**config.mk**
```make
export PLATFORM = sky130hd
export DESIGN_NAME = dptl_trip
export DESIGN_NICKNAME = d
export VERILOG_FILES = /design/src/dptl_pkg.sv /design/src/dptl_tick.sv /design/src/dptl_timer.sv /design/src/dptl_trip.sv
export VERILOG_INCLUDE_DIRS = /design/src
export SDC_FILE = /design/constraint.sdc
export NUM_CORES = 1
export LEC_CHECK = 0
export ABC_AREA = 1
export BUFFER_PORTS_ARGS = -buffer_cell sky130_fd_sc_hd__buf_4
export CAP_MARGIN = 20
export CELL_PAD_IN_SITES_DETAIL_PLACEMENT = 0
export CELL_PAD_IN_SITES_GLOBAL_PLACEMENT = 1
export CORE_ASPECT_RATIO = 1.1
export CORE_MARGIN = 5
export CORE_UTILIZATION = 47
export DETAILED_ROUTE_END_ITERATION = 7
export GPL_TIMING_DRIVEN = 0
export HOLD_SLACK_MARGIN = 0.1
export PLACE_DENSITY = 0.95
export SETUP_SLACK_MARGIN = 0.02
export SYNTH_ARGS = -nofsm -noshare
export SYNTH_HDL_FRONTEND = slang
export SYNTH_SLANG_ARGS = --single-unit
```
**constraint.sdc**
```tcl
create_clock -name ref_clk -period 4.3 [get_ports ref_clk]
set_input_delay 0.86 -clock ref_clk [delete_from_list [all_inputs] [get_ports ref_clk]]
set_output_delay 0.86 -clock ref_clk [all_outputs]
set_load 0.01 [all_outputs]
```
**src/dptl_cfg.svh**
```systemverilog
// Timing counts, function codes and reset values for the drive protection trip logic
`ifndef DPTL_CFG_SVH
`define DPTL_CFG_SVH
`define DPTL_CLK_HZ           25000000
`define DPTL_TICK_SEC_DIV     10
`define DPTL_TICK_CYCLES      (`DPTL_CLK_HZ / `DPTL_TICK_SEC_DIV)
`define DPTL_FAN_MODE_TRIP    1'b0
`define DPTL_FAN_MODE_WARN    1'b1
`define DPTL_OUT_FAN_WARN     8'h08
`define DPTL_OUT_LOW_VOLT     8'h0B
`define DPTL_IN_TRIP_RESET    8'h03
`define DPTL_IN_OUT_BLOCK     8'h05
`define DPTL_UNDERVOLTAGE_TRIP_DELAY_RST    13'h0000
`define DPTL_BLK_DECEL_RST    13'h0000
`define DPTL_DECEL_MAX        13'h1770
`define DPTL_REG_FAN_MODE     4'h0
`define DPTL_REG_UNDERVOLTAGE_TRIP_DELAY    4'h1
`define DPTL_REG_BLK_DECEL    4'h2
`define DPTL_REG_IN_FUNC      4'h3
`define DPTL_REG_OUT_FUNC     4'h4
`define DPTL_REG_STATUS       4'h5
`define DPTL_REG_IRQ_STAT     4'h6
`define DPTL_REG_IRQ_MASK     4'h7
`define DPTL_REG_HOLD_FREQ    4'h8
`define DPTL_REG_HOLD_CURR    4'h9
`define DPTL_IRQ_FAN          0
`define DPTL_IRQ_LV           1
`define DPTL_IRQ_OVH          2
`define DPTL_IRQ_BLK          3
`endif

```
**src/dptl_pkg.sv**
```systemverilog
// Types shared by the drive protection trip logic
package dptl_pkg;
	typedef enum logic [1:0] {DPTL_RUN, DPTL_DECEL, DPTL_BLOCKED} dptl_blk_state_t;
	typedef logic [12:0] dptl_tenths_t;
endpackage

```
**src/dptl_tick.sv**
```systemverilog
// Fixed 0.1 s tick generator derived from the control clock
`include "dptl_cfg.svh"
module dptl_tick #(
	parameter int TICK_CYCLES = `DPTL_TICK_CYCLES
)(
	// Clock and reset
	input  wire logic ref_clk,
	input  wire logic rstn,
	// Tick
	output logic      tick
);
	logic [31:0] cnt_reg;
	wire         wrap = (cnt_reg == 32'(TICK_CYCLES - 1));
	assign tick = wrap;
	always_ff @(posedge ref_clk or negedge rstn)
	begin
		if (!rstn)
			cnt_reg <= 32'h0;
		else
			cnt_reg <= wrap ? 32'h0 : cnt_reg + 32'h1;
	end
	tick_period_a: assert property (@(posedge ref_clk) disable iff (!rstn)
		tick |=> !tick) else $error("tick lasted more than one cycle");
endmodule // dptl_tick

```
**src/dptl_timer.sv**
```systemverilog
// Tenth-of-second countdown timer used for trip delay and deceleration
`include "dptl_cfg.svh"
module dptl_timer
	import dptl_pkg::*;
(
	// Clock and reset
	input  wire logic         ref_clk,
	input  wire logic         rstn,
	// Control
	input  wire logic         tick,
	input  wire logic         start,
	input  wire logic         clear,
	input  wire dptl_tenths_t length,
	// Status
	output logic              done,
	output logic              busy
);
	dptl_tenths_t left_reg;
	logic         busy_reg;
	assign busy = busy_reg;
	assign done = busy_reg && tick && (left_reg <= 13'h0001);
	always_ff @(posedge ref_clk or negedge rstn)
	begin
		if (!rstn)
		begin
			left_reg <= 13'h0000;
			busy_reg <= 1'b0;
		end
		else if (clear)
		begin
			busy_reg <= 1'b0;
		end
		else if (start && !busy_reg)
		begin
			left_reg <= length;
			busy_reg <= (length != 13'h0000);
		end
		else if (done)
			busy_reg <= 1'b0;
		else if (busy_reg && tick)
			left_reg <= left_reg - 13'h0001;
	end
	timer_done_a: assert property (@(posedge ref_clk) disable iff (!rstn)
		done |=> !busy) else $error("timer still busy after done");
endmodule // dptl_timer

```
**src/dptl_trip.sv**
```systemverilog
// Drive protection trip logic: fan fault, undervoltage and output-block handling
// Functional notes
// - Fan fault in trip mode blocks output and latches a fan trip.
// - Fan fault in warning mode drives outputs with function 8; run continues.
// - In warning mode an overheat still blocks the output.
// - DC link undervoltage blocks output and raises a low voltage trip.
// - Nonzero trip delay: block at once, declare trip after the delay.
// - Outputs with function 11 show the low voltage warning.
// - The warning follows the undervoltage condition with no delay.
// - Block input with function 5 blocks output and shows block state.
// - Frequency and current captured at block assertion are held for monitoring.
// - Resume only after block input off and a new run command.
// - Zero block decel time: output cut at once, motor coasts.
// - Nonzero decel time, up to 600.0 s: motor decelerates over it.
// - Input with function 3 clears latched trips when it turns on.
`include "dptl_cfg.svh"
module dptl_trip
	import dptl_pkg::*;
#(
	parameter int N_IN       = 8,
	parameter int N_OUT      = 3,
	parameter int TICK_CYCLES = `DPTL_TICK_CYCLES
)(
	// Clock and reset
	input  wire logic             ref_clk,
	input  wire logic             rstn,
	// Sensors and run command
	input  wire logic             fan_error,
	input  wire logic             overheat,
	input  wire logic             dc_undervolt,
	input  wire logic             run_cmd,
	input  wire logic [15:0]      out_freq,
	input  wire logic [15:0]      out_curr,
	// Terminals
	input  wire logic [N_IN-1:0]  input_terminal,
	output logic [N_OUT-1:0]      output_terminal,
	// Drive control
	output logic                  output_enable,
	output logic                  decel_active,
	output logic                  block_shown,
	output logic                  fault_active,
	// Register port
	input  wire logic [3:0]       reg_addr,
	input  wire logic [31:0]      reg_wdata,
	input  wire logic             reg_wr,
	input  wire logic             reg_rd,
	output logic [31:0]           reg_rdata,
	// Interrupt
	output logic                  irq
);
	// Configuration registers
	logic                   fan_mode_reg;
	dptl_tenths_t           undervoltage_trip_delay_reg;
	dptl_tenths_t           block_decel_time_reg;
	logic [8*N_IN-1:0]      input_terminal_function_reg;
	logic [8*N_OUT-1:0]     output_function_reg;
	logic [3:0]             irq_stat_reg;
	logic [3:0]             irq_mask_reg;
	logic [31:0]            rdata_reg;
	// Trip and block state
	logic                   fan_trip_reg;
	logic                   lv_trip_reg;
	logic                   ovh_trip_reg;
	logic                   lv_block_reg;
	logic [N_IN-1:0]        in_prev_reg;
	logic                   run_prev_reg;
	logic [15:0]            hold_freq_reg;
	logic [15:0]            hold_curr_reg;
	dptl_blk_state_t        blk_state_reg;
	dptl_blk_state_t        blk_state_next;

	// Terminal function decode
	logic [N_IN-1:0]        in_is_reset;
	logic [N_IN-1:0]        in_is_block;
	logic [N_IN-1:0]        in_rise;
	genvar gi;
	generate
		for (gi = 0; gi < N_IN; gi++)
		begin : g_in
			wire [7:0] fn = input_terminal_function_reg[8*gi +: 8];
			assign in_is_reset[gi] = (fn == `DPTL_IN_TRIP_RESET);
			assign in_is_block[gi] = (fn == `DPTL_IN_OUT_BLOCK);
			assign in_rise[gi]     = input_terminal[gi] && !in_prev_reg[gi];
		end
	endgenerate

	wire tick;
	wire lv_timer_done;
	wire lv_timer_busy;
	wire dec_timer_done;
	wire dec_timer_busy;

	wire trip_reset   = |(in_rise & in_is_reset);
	wire block_in     = |(input_terminal & in_is_block);
	wire block_rise   = |(in_rise & in_is_block);
	wire run_rise     = run_cmd && !run_prev_reg;
	wire fan_warn_mode = (fan_mode_reg == `DPTL_FAN_MODE_WARN);
	wire fan_trip_set = fan_error && !fan_warn_mode;
	wire ovh_set      = overheat;
	wire lv_zero_delay = (undervoltage_trip_delay_reg == 13'h0000);
	wire lv_trip_set   = dc_undervolt && (lv_zero_delay ? 1'b1 : lv_timer_done);
	wire lv_warn      = dc_undervolt;
	wire fan_warn     = fan_error && fan_warn_mode;
	wire any_trip     = fan_trip_reg || lv_trip_reg || ovh_trip_reg;
	wire blk_out      = (blk_state_reg != DPTL_RUN);

	dptl_tick #(
		.TICK_CYCLES (TICK_CYCLES)
	) u_tick (
		.ref_clk (ref_clk),
		.rstn    (rstn),
		.tick    (tick)
	);

	dptl_timer u_lv_timer (
		.ref_clk (ref_clk),
		.rstn    (rstn),
		.tick    (tick),
		.start   (dc_undervolt && !lv_trip_reg),
		.clear   (!dc_undervolt),
		.length  (undervoltage_trip_delay_reg),
		.done    (lv_timer_done),
		.busy    (lv_timer_busy)
	);

	dptl_timer u_dec_timer (
		.ref_clk (ref_clk),
		.rstn    (rstn),
		.tick    (tick),
		.start   (blk_state_reg == DPTL_DECEL),
		.clear   (blk_state_reg == DPTL_RUN),
		.length  (block_decel_time_reg),
		.done    (dec_timer_done),
		.busy    (dec_timer_busy)
	);

	// Multi-function output decode
	generate
		for (gi = 0; gi < N_OUT; gi++)
		begin : g_out
			wire [7:0] fn = output_function_reg[8*gi +: 8];
			assign output_terminal[gi] = ((fn == `DPTL_OUT_FAN_WARN) && fan_warn) ||
				((fn == `DPTL_OUT_LOW_VOLT) && lv_warn);
		end
	endgenerate

	// Output-block sequencing
	always_comb
	begin
		blk_state_next = blk_state_reg;
		case (blk_state_reg)
			DPTL_RUN:
				if (block_in)
					// Coast when decel time is zero
					blk_state_next = (block_decel_time_reg == 13'h0000) ? DPTL_BLOCKED : DPTL_DECEL;
			DPTL_DECEL:
				if (dec_timer_done)
					blk_state_next = DPTL_BLOCKED;
			DPTL_BLOCKED:
				// Resume on release plus new run
				if (!block_in && run_rise)
					blk_state_next = DPTL_RUN;
			default:
				blk_state_next = DPTL_BLOCKED;
		endcase
	end

	// Output blocked while any trip or undervoltage block stands
	assign output_enable = !any_trip && !lv_block_reg && (blk_state_reg != DPTL_BLOCKED);
	assign decel_active  = (blk_state_reg == DPTL_DECEL);
	assign block_shown   = blk_out;
	assign fault_active  = any_trip;
	assign irq           = |(irq_stat_reg & irq_mask_reg);
	assign reg_rdata     = rdata_reg;

	// Register decode
	wire wr_fan   = reg_wr && (reg_addr == `DPTL_REG_FAN_MODE);
	wire wr_lvd   = reg_wr && (reg_addr == `DPTL_REG_UNDERVOLTAGE_TRIP_DELAY);
	wire wr_dec   = reg_wr && (reg_addr == `DPTL_REG_BLK_DECEL);
	wire wr_inf   = reg_wr && (reg_addr == `DPTL_REG_IN_FUNC);
	wire wr_outf  = reg_wr && (reg_addr == `DPTL_REG_OUT_FUNC);
	wire wr_istat = reg_wr && (reg_addr == `DPTL_REG_IRQ_STAT);
	wire wr_imask = reg_wr && (reg_addr == `DPTL_REG_IRQ_MASK);
	wire [3:0] irq_evt = {block_rise, ovh_set, dc_undervolt, fan_error};
	wire [12:0] dec_wdata = (reg_wdata[12:0] > `DPTL_DECEL_MAX) ? `DPTL_DECEL_MAX : reg_wdata[12:0];
	wire [31:0] rd_mux =
		(reg_addr == `DPTL_REG_FAN_MODE)  ? {31'h0, fan_mode_reg} :
		(reg_addr == `DPTL_REG_UNDERVOLTAGE_TRIP_DELAY) ? {19'h0, undervoltage_trip_delay_reg} :
		(reg_addr == `DPTL_REG_BLK_DECEL) ? {19'h0, block_decel_time_reg} :
		(reg_addr == `DPTL_REG_IN_FUNC)   ? 32'(input_terminal_function_reg) :
		(reg_addr == `DPTL_REG_OUT_FUNC)  ? 32'(output_function_reg) :
		(reg_addr == `DPTL_REG_STATUS)    ? {24'h0, blk_state_reg == DPTL_DECEL, blk_out, lv_warn,
			fan_warn, lv_block_reg, ovh_trip_reg, lv_trip_reg, fan_trip_reg} :
		(reg_addr == `DPTL_REG_IRQ_STAT)  ? {28'h0, irq_stat_reg} :
		(reg_addr == `DPTL_REG_IRQ_MASK)  ? {28'h0, irq_mask_reg} :
		(reg_addr == `DPTL_REG_HOLD_FREQ) ? {16'h0, hold_freq_reg} :
		(reg_addr == `DPTL_REG_HOLD_CURR) ? {16'h0, hold_curr_reg} : 32'h0;

	always_ff @(posedge ref_clk or negedge rstn)
	begin
		if (!rstn)
		begin
			fan_mode_reg                <= `DPTL_FAN_MODE_TRIP;
			undervoltage_trip_delay_reg <= `DPTL_UNDERVOLTAGE_TRIP_DELAY_RST;
			block_decel_time_reg        <= `DPTL_BLK_DECEL_RST;
			input_terminal_function_reg <= '0;
			output_function_reg         <= '0;
			irq_mask_reg                <= 4'h0;
			rdata_reg                   <= 32'h0;
		end
		else
		begin
			if (wr_fan)
				fan_mode_reg <= reg_wdata[0];
			if (wr_lvd)
				undervoltage_trip_delay_reg <= dec_wdata;
			if (wr_dec)
				block_decel_time_reg <= dec_wdata;
			// Only the codes that fit in one bus word are writable
			if (wr_inf)
				input_terminal_function_reg <= (8*N_IN)'(reg_wdata);
			if (wr_outf)
				output_function_reg <= (8*N_OUT)'(reg_wdata);
			if (wr_imask)
				irq_mask_reg <= reg_wdata[3:0];
			rdata_reg <= reg_rd ? rd_mux : 32'h0;
		end
	end

	// Sticky interrupt status, set wins over write-one-to-clear
	always_ff @(posedge ref_clk or negedge rstn)
	begin
		if (!rstn)
			irq_stat_reg <= 4'h0;
		else
			irq_stat_reg <= (irq_stat_reg & ~(wr_istat ? reg_wdata[3:0] : 4'h0)) | irq_evt;
	end

	// Latched trips cleared only by trip reset; a standing cause wins for all but a delayed low voltage trip, which clears and times again
	always_ff @(posedge ref_clk or negedge rstn)
	begin
		if (!rstn)
		begin
			fan_trip_reg <= 1'b0;
			lv_trip_reg  <= 1'b0;
			ovh_trip_reg <= 1'b0;
			lv_block_reg <= 1'b0;
		end
		else
		begin
			fan_trip_reg <= fan_trip_set || (fan_trip_reg && !trip_reset);
			lv_trip_reg  <= lv_trip_set || (lv_trip_reg && !trip_reset);
			ovh_trip_reg <= ovh_set || (ovh_trip_reg && !trip_reset);
			// Block at once, before the trip is declared
			lv_block_reg <= dc_undervolt || (lv_block_reg && !trip_reset);
		end
	end

	always_ff @(posedge ref_clk or negedge rstn)
	begin
		if (!rstn)
		begin
			blk_state_reg <= DPTL_RUN;
			in_prev_reg   <= '0;
			run_prev_reg  <= 1'b0;
			hold_freq_reg <= 16'h0000;
			hold_curr_reg <= 16'h0000;
		end
		else
		begin
			blk_state_reg <= blk_state_next;
			in_prev_reg   <= input_terminal;
			run_prev_reg  <= run_cmd;
			if (blk_state_reg == DPTL_RUN && block_in)
			begin
				hold_freq_reg <= out_freq;
				hold_curr_reg <= out_curr;
			end
		end
	end

	// Assertions
	fan_trip_blk_a: assert property (@(posedge ref_clk) disable iff (!rstn)
		fan_error && !fan_warn_mode |=> !output_enable && fault_active) else $error("fan trip missed");
	fan_warn_run_a: assert property (@(posedge ref_clk) disable iff (!rstn)
		fan_warn && !fan_trip_reg |=> !fan_trip_reg) else $error("fan warning tripped");
	ovh_block_a: assert property (@(posedge ref_clk) disable iff (!rstn)
		overheat |=> !output_enable) else $error("overheat did not block");
	lv_block_a: assert property (@(posedge ref_clk) disable iff (!rstn)
		dc_undervolt |=> !output_enable) else $error("undervoltage did not block");
	lv_zero_trip_a: assert property (@(posedge ref_clk) disable iff (!rstn)
		dc_undervolt && lv_zero_delay |=> lv_trip_reg) else $error("zero delay trip late");
	lv_warn_now_a: assert property (@(posedge ref_clk) disable iff (!rstn)
		dc_undervolt && output_function_reg[7:0] == `DPTL_OUT_LOW_VOLT |-> output_terminal[0])
		else $error("low voltage warning delayed");
	blk_coast_a: assert property (@(posedge ref_clk) disable iff (!rstn)
		blk_state_reg == DPTL_RUN && block_in && block_decel_time_reg == 13'h0000 |=> !output_enable)
		else $error("block did not cut output");
	blk_hold_a: assert property (@(posedge ref_clk) disable iff (!rstn)
		blk_state_reg == DPTL_RUN && block_in |=> hold_freq_reg == $past(out_freq))
		else $error("frequency not captured");
	blk_resume_a: assert property (@(posedge ref_clk) disable iff (!rstn)
		blk_state_reg == DPTL_BLOCKED && !(run_rise && !block_in) |=> blk_state_reg == DPTL_BLOCKED)
		else $error("resumed without release and run");
	trip_latch_a: assert property (@(posedge ref_clk) disable iff (!rstn)
		fan_trip_reg && !trip_reset |=> fan_trip_reg) else $error("trip unlatched");
	lv_latch_a: assert property (@(posedge ref_clk) disable iff (!rstn)
		lv_trip_reg && !trip_reset |=> lv_trip_reg) else $error("low voltage trip unlatched");
	lv_delay_trip_a: assert property (@(posedge ref_clk) disable iff (!rstn)
		dc_undervolt && !lv_zero_delay && !lv_timer_done && !lv_trip_reg |=> !lv_trip_reg)
		else $error("low voltage trip before delay");
	blk_shown_a: assert property (@(posedge ref_clk) disable iff (!rstn)
		blk_state_reg == DPTL_RUN && block_in |=> block_shown)
		else $error("block state not shown");
	dec_run_a: assert property (@(posedge ref_clk) disable iff (!rstn)
		dec_timer_busy && !dec_timer_done |=> blk_state_reg == DPTL_DECEL)
		else $error("deceleration ended early");
	cov_decel_c: cover property (@(posedge ref_clk) disable iff (!rstn)
		blk_state_reg == DPTL_DECEL ##1 blk_state_reg == DPTL_BLOCKED);
	cov_lv_delay_c: cover property (@(posedge ref_clk) disable iff (!rstn)
		lv_timer_busy ##1 lv_trip_reg);
	cov_reset_c: cover property (@(posedge ref_clk) disable iff (!rstn)
		any_trip ##1 trip_reset ##1 !any_trip);
	cov_fan_warn_c: cover property (@(posedge ref_clk) disable iff (!rstn)
		fan_warn && output_enable);
	cov_coast_c: cover property (@(posedge ref_clk) disable iff (!rstn)
		blk_state_reg == DPTL_RUN ##1 blk_state_reg == DPTL_BLOCKED);
endmodule // dptl_trip

```
==> flow_summary.json, run 1 <==
{
  "grt_max_degree": 123,
  "fill_cells": 2346,
  "place_congestion": 0.948,
  "numCtsBuffers": 25,
  "hp-class": "in -> async",
  "dp_cells": 1922,
  "rsz0062_at_grt": "false",
  "clkTransAtPathRegs_ns": 0.06,
  "antenna_found_initial": 0,
  "syn_inst": 1492,
  "grt_overflow": 0,
  "via_per_inst": 5.33,
  "dp_hpwl_um": 25100,
  "yosysUniqueCellTypes": 40,
  "setup_viol": 0,
  "cts_tree": "yes",
  "num_rows": 60,
  "cts_root_buffer": "clkbuf_16",
  "power.density_nw_per_um2": 425,
  "cp_max_fo": 10,
  "max_stage_delay_ns": 0.57,
  "mostFrequentLayoutCells": "394 x nand2_1, 226 x dfrtp_1, 174 x inv_1",
  "required_ns": 3.44,
  "routedWlPerCell_um": 16.9,
  "dieHeight_um": 174,
  "slew_headroom": 0.469,
  "final_common_cell": "nand2_1",
  "drv_cap": 0,
  "drv_slew": 0,
  "die-area_sq_um": 27700,
  "fin_nets": 1728,
  "arrival_ns": 2.49,
  "synth_ff_type": "dfrtp_1",
  "routed_wl_um": 33300,
  "crit_slowest_cell": "clkbuf_1",
  "dr_total_vias": 10500,
  "fin_skew_ns": 0.00784,
  "ir_drop_v": 0.000257,
  "die_w_um": 159,
  "status": "finished clean",
  "yosys_warnings": 0,
  "cp_cell_sequence": "buf_4 -> clkbuf_1 -> inv_1 -> o21ai_0 -> nand3_1 -> nor2_1 -> buf_4",
  "worstMarginPinSlew_ns": 0.797,
  "fin_cells": 1965,
  "diodes": 0,
  "drt_first_pass_iters": 6,
  "synth_nets": 1581,
  "fmax_ghz": 0.299,
  "clock_latency_ns": 0.51,
  "ctsHoldBuffers": 0,
  "initial_utilization": 0.473,
  "cts_max_level": 1,
  "synth_edf_count": 0,
  "finalCritPeriodShare": 0.778,
  "grt_pass1_wl_um": 53800,
  "synth_area_sq_um": 11500,
  "cts_sinks": 226,
  "area_growth_pct": 18.9,
  "clk_path_buf_depth": 3,
  "io_pins": 124,
  "yosys_register_bits": 226,
  "drive_above_1_share": 0.134,
  "cp_common_cell": "buf_4",
  "drt_iter0_markers": 858,
  "cts_resized": 0,
  "criticalPathCategory": "in -> out",
  "hold_viol_final": 0,
  "syn_avg_cell_area_sq_um": 7.71,
  "setup_tns_ns": 0,
  "core_sq_um": 24300,
  "route.antenna.remaining_nets": 0,
  "async_flop_share": 1.00,
  "cts_setup_buffers": 0,
  "leakagePower_nw": 6.91,
  "endpoint_kind": "primary output",
  "grt_pass1_vias": 10400,
  "ys_seq_area_frac": 0.492,
  "io_buffer_count": 119,
  "grtUsageTotal": 0.236,
  "start_kind": "primary input",
  "layout_min_cycle_time_ns": 3.35,
  "drc": 0
}
[critical path, delay by kind of cell]
kind                   cells  cell delay [ns]
buffers and inverters      4             1.12
AO/OA/AOI/OAI              1             0.26
AND/OR/NAND/NOR            2             0.24
[cell type report]
cell class                      count  area (sq um)  area share
Clock inverter                     10           153      0.0112
Tap cell                          310           388      0.0284
Buffer                             50           231      0.0169
Multi-Input combinational cell   1030          4920       0.360
Sequential cell                   226          5660       0.413
Clock buffer                       33           706      0.0516
Timing Repair Buffer              120           928      0.0679
Inverter                          186           698      0.0510
[worst paths after layout]
kind | slack (ns) | cells past startpoint | end | start
max | 0.95 | 7 | output_terminal[1] | dc_undervolt
min | 0.41 | 1 | u_tick.cnt_reg[6]$_DFF_PN0_ | rstn
max reg2reg | 2.22 | 11 | u_dec_timer.left_reg[0]$_DFFE_PN0P_ | u_tick.cnt_reg[0]$_DFF_PN0_
min reg2reg | 0.47 | 2 | hold_freq_reg[11]$_DFFE_PN0P_ | hold_freq_reg[11]$_DFFE_PN0P_
max in group asynchronous | 2.79 | 2 | hold_freq_reg[14]$_DFFE_PN0P_ | rstn
min in group ref_clk | 0.46 | 1 | run_prev_reg$_DFF_PN0_ | run_cmd
[Yosys cell counts (2+ instances only)]
master / n / area, sq um
clkbuf_1: 31 / 116
nand3b_1: 2 / 15.0
xnor2_1: 4 / 35.0
dfrtp_1: 226 / 5660
nor3_1: 33 / 165
nand3_4: 5 / 87.6
inv_2: 10 / 37.5
nand4_1: 54 / 338
nor2_2: 4 / 25.0
a31oi_1: 7 / 43.8
a21oi_1: 56 / 280
o21ai_0: 131 / 656
and2_0: 2 / 12.5
a41oi_1: 3 / 26.3
or2_2: 4 / 25.0
o21ai_1: 5 / 25.0
xor2_1: 22 / 193
o2111ai_1: 3 / 26.3
clkinv_1: 2 / 7.51
nand2_1: 394 / 1480
nor4_1: 14 / 87.6
nand3_1: 121 / 606
nor2_4: 4 / 45.0
a22oi_1: 2 / 15.0
ha_1: 5 / 62.6
nor3_2: 2 / 20.0
buf_2: 16 / 80.1
nand2_2: 12 / 75.1
nor2_1: 133 / 499
o211ai_1: 2 / 15.0
inv_1: 174 / 653
[power by group]
group	total, mW	internal [mW]	leakage (nW)	switching, mW
Combinational	0.967	0.360	3.63	0.607
Sequential	2.62	2.38	2.85	0.233
Clock	2.24	1.38	0.424	0.852
Total	5.82	4.13	6.91	1.69
[metrics by stage]
step | util | hold WS (ns) | worst slack [ns] | cell area (sq um) | total power, mW
after floorplan | - | 0.443 | 1.75 | 11500 | 3.22
after global placement | 0.526 | 0.454 | 0.651 | 12800 | 3.57
after detailed placement | 0.527 | 0.459 | 0.993 | 12800 | 3.60
after CTS | 0.562 | 0.437 | 0.993 | 13700 | 5.85
after global routing | 0.562 | 0.449 | 0.782 | 13700 | 6.11
final | 0.562 | 0.411 | 0.954 | 13700 | 5.82
[per-layer routing]
layer  GRT usage  vias to the layer above  routed length, um
li1            -                     5134                  -
met2       0.414                      349              16500
met1       0.304                     4924              13800
met4      0.0697                        0                936
met3      0.0358                       63               2050
met5           0                        -                  0
[kinds of logic after synthesis]
family,synth area share
AND/OR/NAND/NOR,0.306
XOR/XNOR,0.0198
adder cells (fa/ha/maj),0.00544
AO/OA/AOI/OAI,0.0966
buffers and inverters,0.0808
flip-flops,0.492
(Power assumes the default switching activity.)
==> run 2, diff against run 1 <==
--- a/config.mk
+++ b/config.mk
@@ -13,11 +13,11 @@
 export CELL_PAD_IN_SITES_GLOBAL_PLACEMENT = 1
 export CORE_ASPECT_RATIO = 1.1
 export CORE_MARGIN = 5
-export CORE_UTILIZATION = 47
+export CORE_UTILIZATION = 39
 export DETAILED_ROUTE_END_ITERATION = 7
 export GPL_TIMING_DRIVEN = 0
 export HOLD_SLACK_MARGIN = 0.1
-export PLACE_DENSITY = 0.95
+export PLACE_DENSITY = 0.87
 export SETUP_SLACK_MARGIN = 0.02
 export SYNTH_ARGS = -nofsm -noshare
 export SYNTH_HDL_FRONTEND = slang
==> constraint.sdc (replaced) <==
create_clock -name ref_clk -period 2.8 [get_ports ref_clk]
set_input_delay 0.56 -clock ref_clk [delete_from_list [all_inputs] [get_ports ref_clk]]
set_output_delay 0.56 -clock ref_clk [all_outputs]
set_load 0.01 [all_outputs]
==> run 2 against run 1 <==
Against the previous run:
- global-route usage fell by 3.0 points
- largest cell class unchanged
- count of clock-buffer cells in the layout rose by 2
- sequential power grew 54%
- combinational power up 53%
- setup slack worse by 0.73 ns
- flip-flop and latch count stayed put
- clock skew rose by 0.014 ns
- sequential share of layout area shrank 0.20 points
- first-iteration DRC count grew 1.3%
- hold slack worse by 0.37 ns
- clock power rose by 52%
==> flow_summary.json, run 2 (same netlist as run 1, synthesis figures left out) <==
{
  "status": "finished clean",
  "finalCritPeriodShare": 0.919,
  "cts_tree": "yes",
  "cts_sinks": 226,
  "setup_tns_ns": 0,
  "initial_utilization": 0.392,
  "reg2reg_slack_ns": 0.72,
  "ctsHoldBuffers": 0,
  "fin_skew_ns": 0.0221,
  "required_ns": 2.24,
  "cp-startpoint": "blk_state_reg[0]$_DFFE_PN0P_",
  "criticalPathCategory": "reg -> out",
  "cts_resized": 0,
  "clkTransAtPathRegs_ns": 0.06,
  "cts_setup_buffers": 0,
  "dp_slack_ns": 0.0603,
  "rsz0062_at_grt": "false",
  "cp_max_fo": 10,
  "setup_viol": 0,
  "routedWlPerCell_um": 16.9,
  "r2r_end": "u_tick.cnt_reg[18]$_DFF_PN0_",
  "die-area_sq_um": 33000,
  "cts_max_level": 1,
  "io_pins": 124,
  "hp-class": "in -> async",
  "endpoint_kind": "primary output",
  "final_util": 0.469,
  "grt_pass1_vias": 10400,
  "grt_pass1_wl_um": 55200,
  "antenna_found_initial": 0,
  "leakagePower_nw": 6.89,
  "final_common_cell": "nand2_1",
  "drc": 0,
  "arrival_ns": 2.01,
  "dieHeight_um": 190,
  "drv_slew": 0,
  "crit_slowest_cell": "dfrtp_1",
  "cts_root_buffer": "clkbuf_16",
  "dr_total_vias": 10300,
  "clk_path_buf_depth": 3,
  "drt_first_pass_iters": 5,
  "reg2reg_from": "u_tick.cnt_reg[0]$_DFF_PN0_",
  "place_congestion": 0.956,
  "dp_cells": 1986,
  "die_w_um": 174,
  "layout_min_cycle_time_ns": 2.57,
  "routed_wl_um": 34200,
  "grt_overflow": 0,
  "drt_iter0_markers": 869,
  "worstMarginPinSlew_ns": 0.870,
  "dp_hpwl_um": 26100,
  "worstRegToRegCells": 10,
  "area_growth_pct": 19.5,
  "fin_cells": 2029,
  "route.antenna.remaining_nets": 0,
  "cp_cell_sequence": "nor2_2 -> inv_1 -> clkbuf_1 -> buf_4",
  "fin_nets": 1727,
  "diodes": 0,
  "hold_viol_final": 0,
  "drive_above_1_share": 0.134,
  "ir_drop_v": 0.000420,
  "core_sq_um": 29300,
  "grt_max_degree": 121,
  "max_stage_delay_ns": 0.39,
  "mostFrequentLayoutCells": "394 x nand2_1, 226 x dfrtp_1, 174 x inv_1",
  "io_buffer_count": 119,
  "slew_headroom": 0.420,
  "numCtsBuffers": 25,
  "num_rows": 66,
  "setup_ws_ns": 0.228,
  "fmax_ghz": 0.389,
  "power.density_nw_per_um2": 648,
  "start_kind": "flip-flop",
  "clock_latency_ns": 0.54,
  "drv_cap": 0,
  "grtUsageTotal": 0.206,
  "via_per_inst": 5.06
}
[run 2: changes by cell type in the layout (fill, tap and decap cells not counted), sizes merged]
cell / before / now
clkinvlp: 1 / 3
inv: 184 / 185
clkinv: 7 / 4
bufinv: 4 / 3
clkbuf: 64 / 65
[run 2: metrics by stage]
| stage | power (mW) | instance area (sq um) | hold WS [ns] |
|---|---|---|---|
| after floorplan | 4.94 | 11500 | 0.264 |
| after global placement | 5.51 | 12900 | 0.455 |
| after detailed placement | 5.55 | 12900 | 0.459 |
| after CTS | 8.98 | 13700 | 0.108 |
| after global routing | 9.39 | 13700 | 0.118 |
| final | 8.91 | 13700 | 0.0434 |
[run 2: cell type report]
class	count	area, sq um
inverters	186	698
clock inverters	9	131
flip-flops and latches	226	5660
repair buffers	120	928
plain buffers	49	228
fillers	2952	15600
well taps	374	468
clock buffers	35	713
multi-input cells	1030	4920
[run 2: metal layers]
metal  routed length (um)  share of wire  vias to the layer above  track usage
met2                16500           0.48                      284        0.351
li1                     -              -                     5127            -
met5                    0              0                        -            0
met1                15200           0.44                     4807        0.278
met4                  826          0.024                        0       0.0533
met3                 1700          0.050                       52       0.0306
[run 2: worst max path at each step]
stage | to | slack, ns | cells after the start
floorplan | output_terminal[1] | 0.85 | 5
global placement | input_terminal_function_reg[28]$_DFFE_PN0P_ | -0.59 | 1
detailed placement | output_terminal[2] | 0.06 | 7
CTS | output_terminal[2] | 0.05 | 7
global route | block_shown | 0.11 | 4
finish | block_shown | 0.23 | 4
[run 2: critical path: cells and delay by family, from the launching register on]
kind / cells / cell delay [ns]
flip-flops: 1 / 0.39
AND/OR/NAND/NOR: 1 / 0.32
buffers and inverters: 3 / 0.76
[run 2: report_power, final]
part	internal [mW]	switching (mW)
sequential	3.66	0.369
clock	2.05	1.35
combinational	0.553	0.925
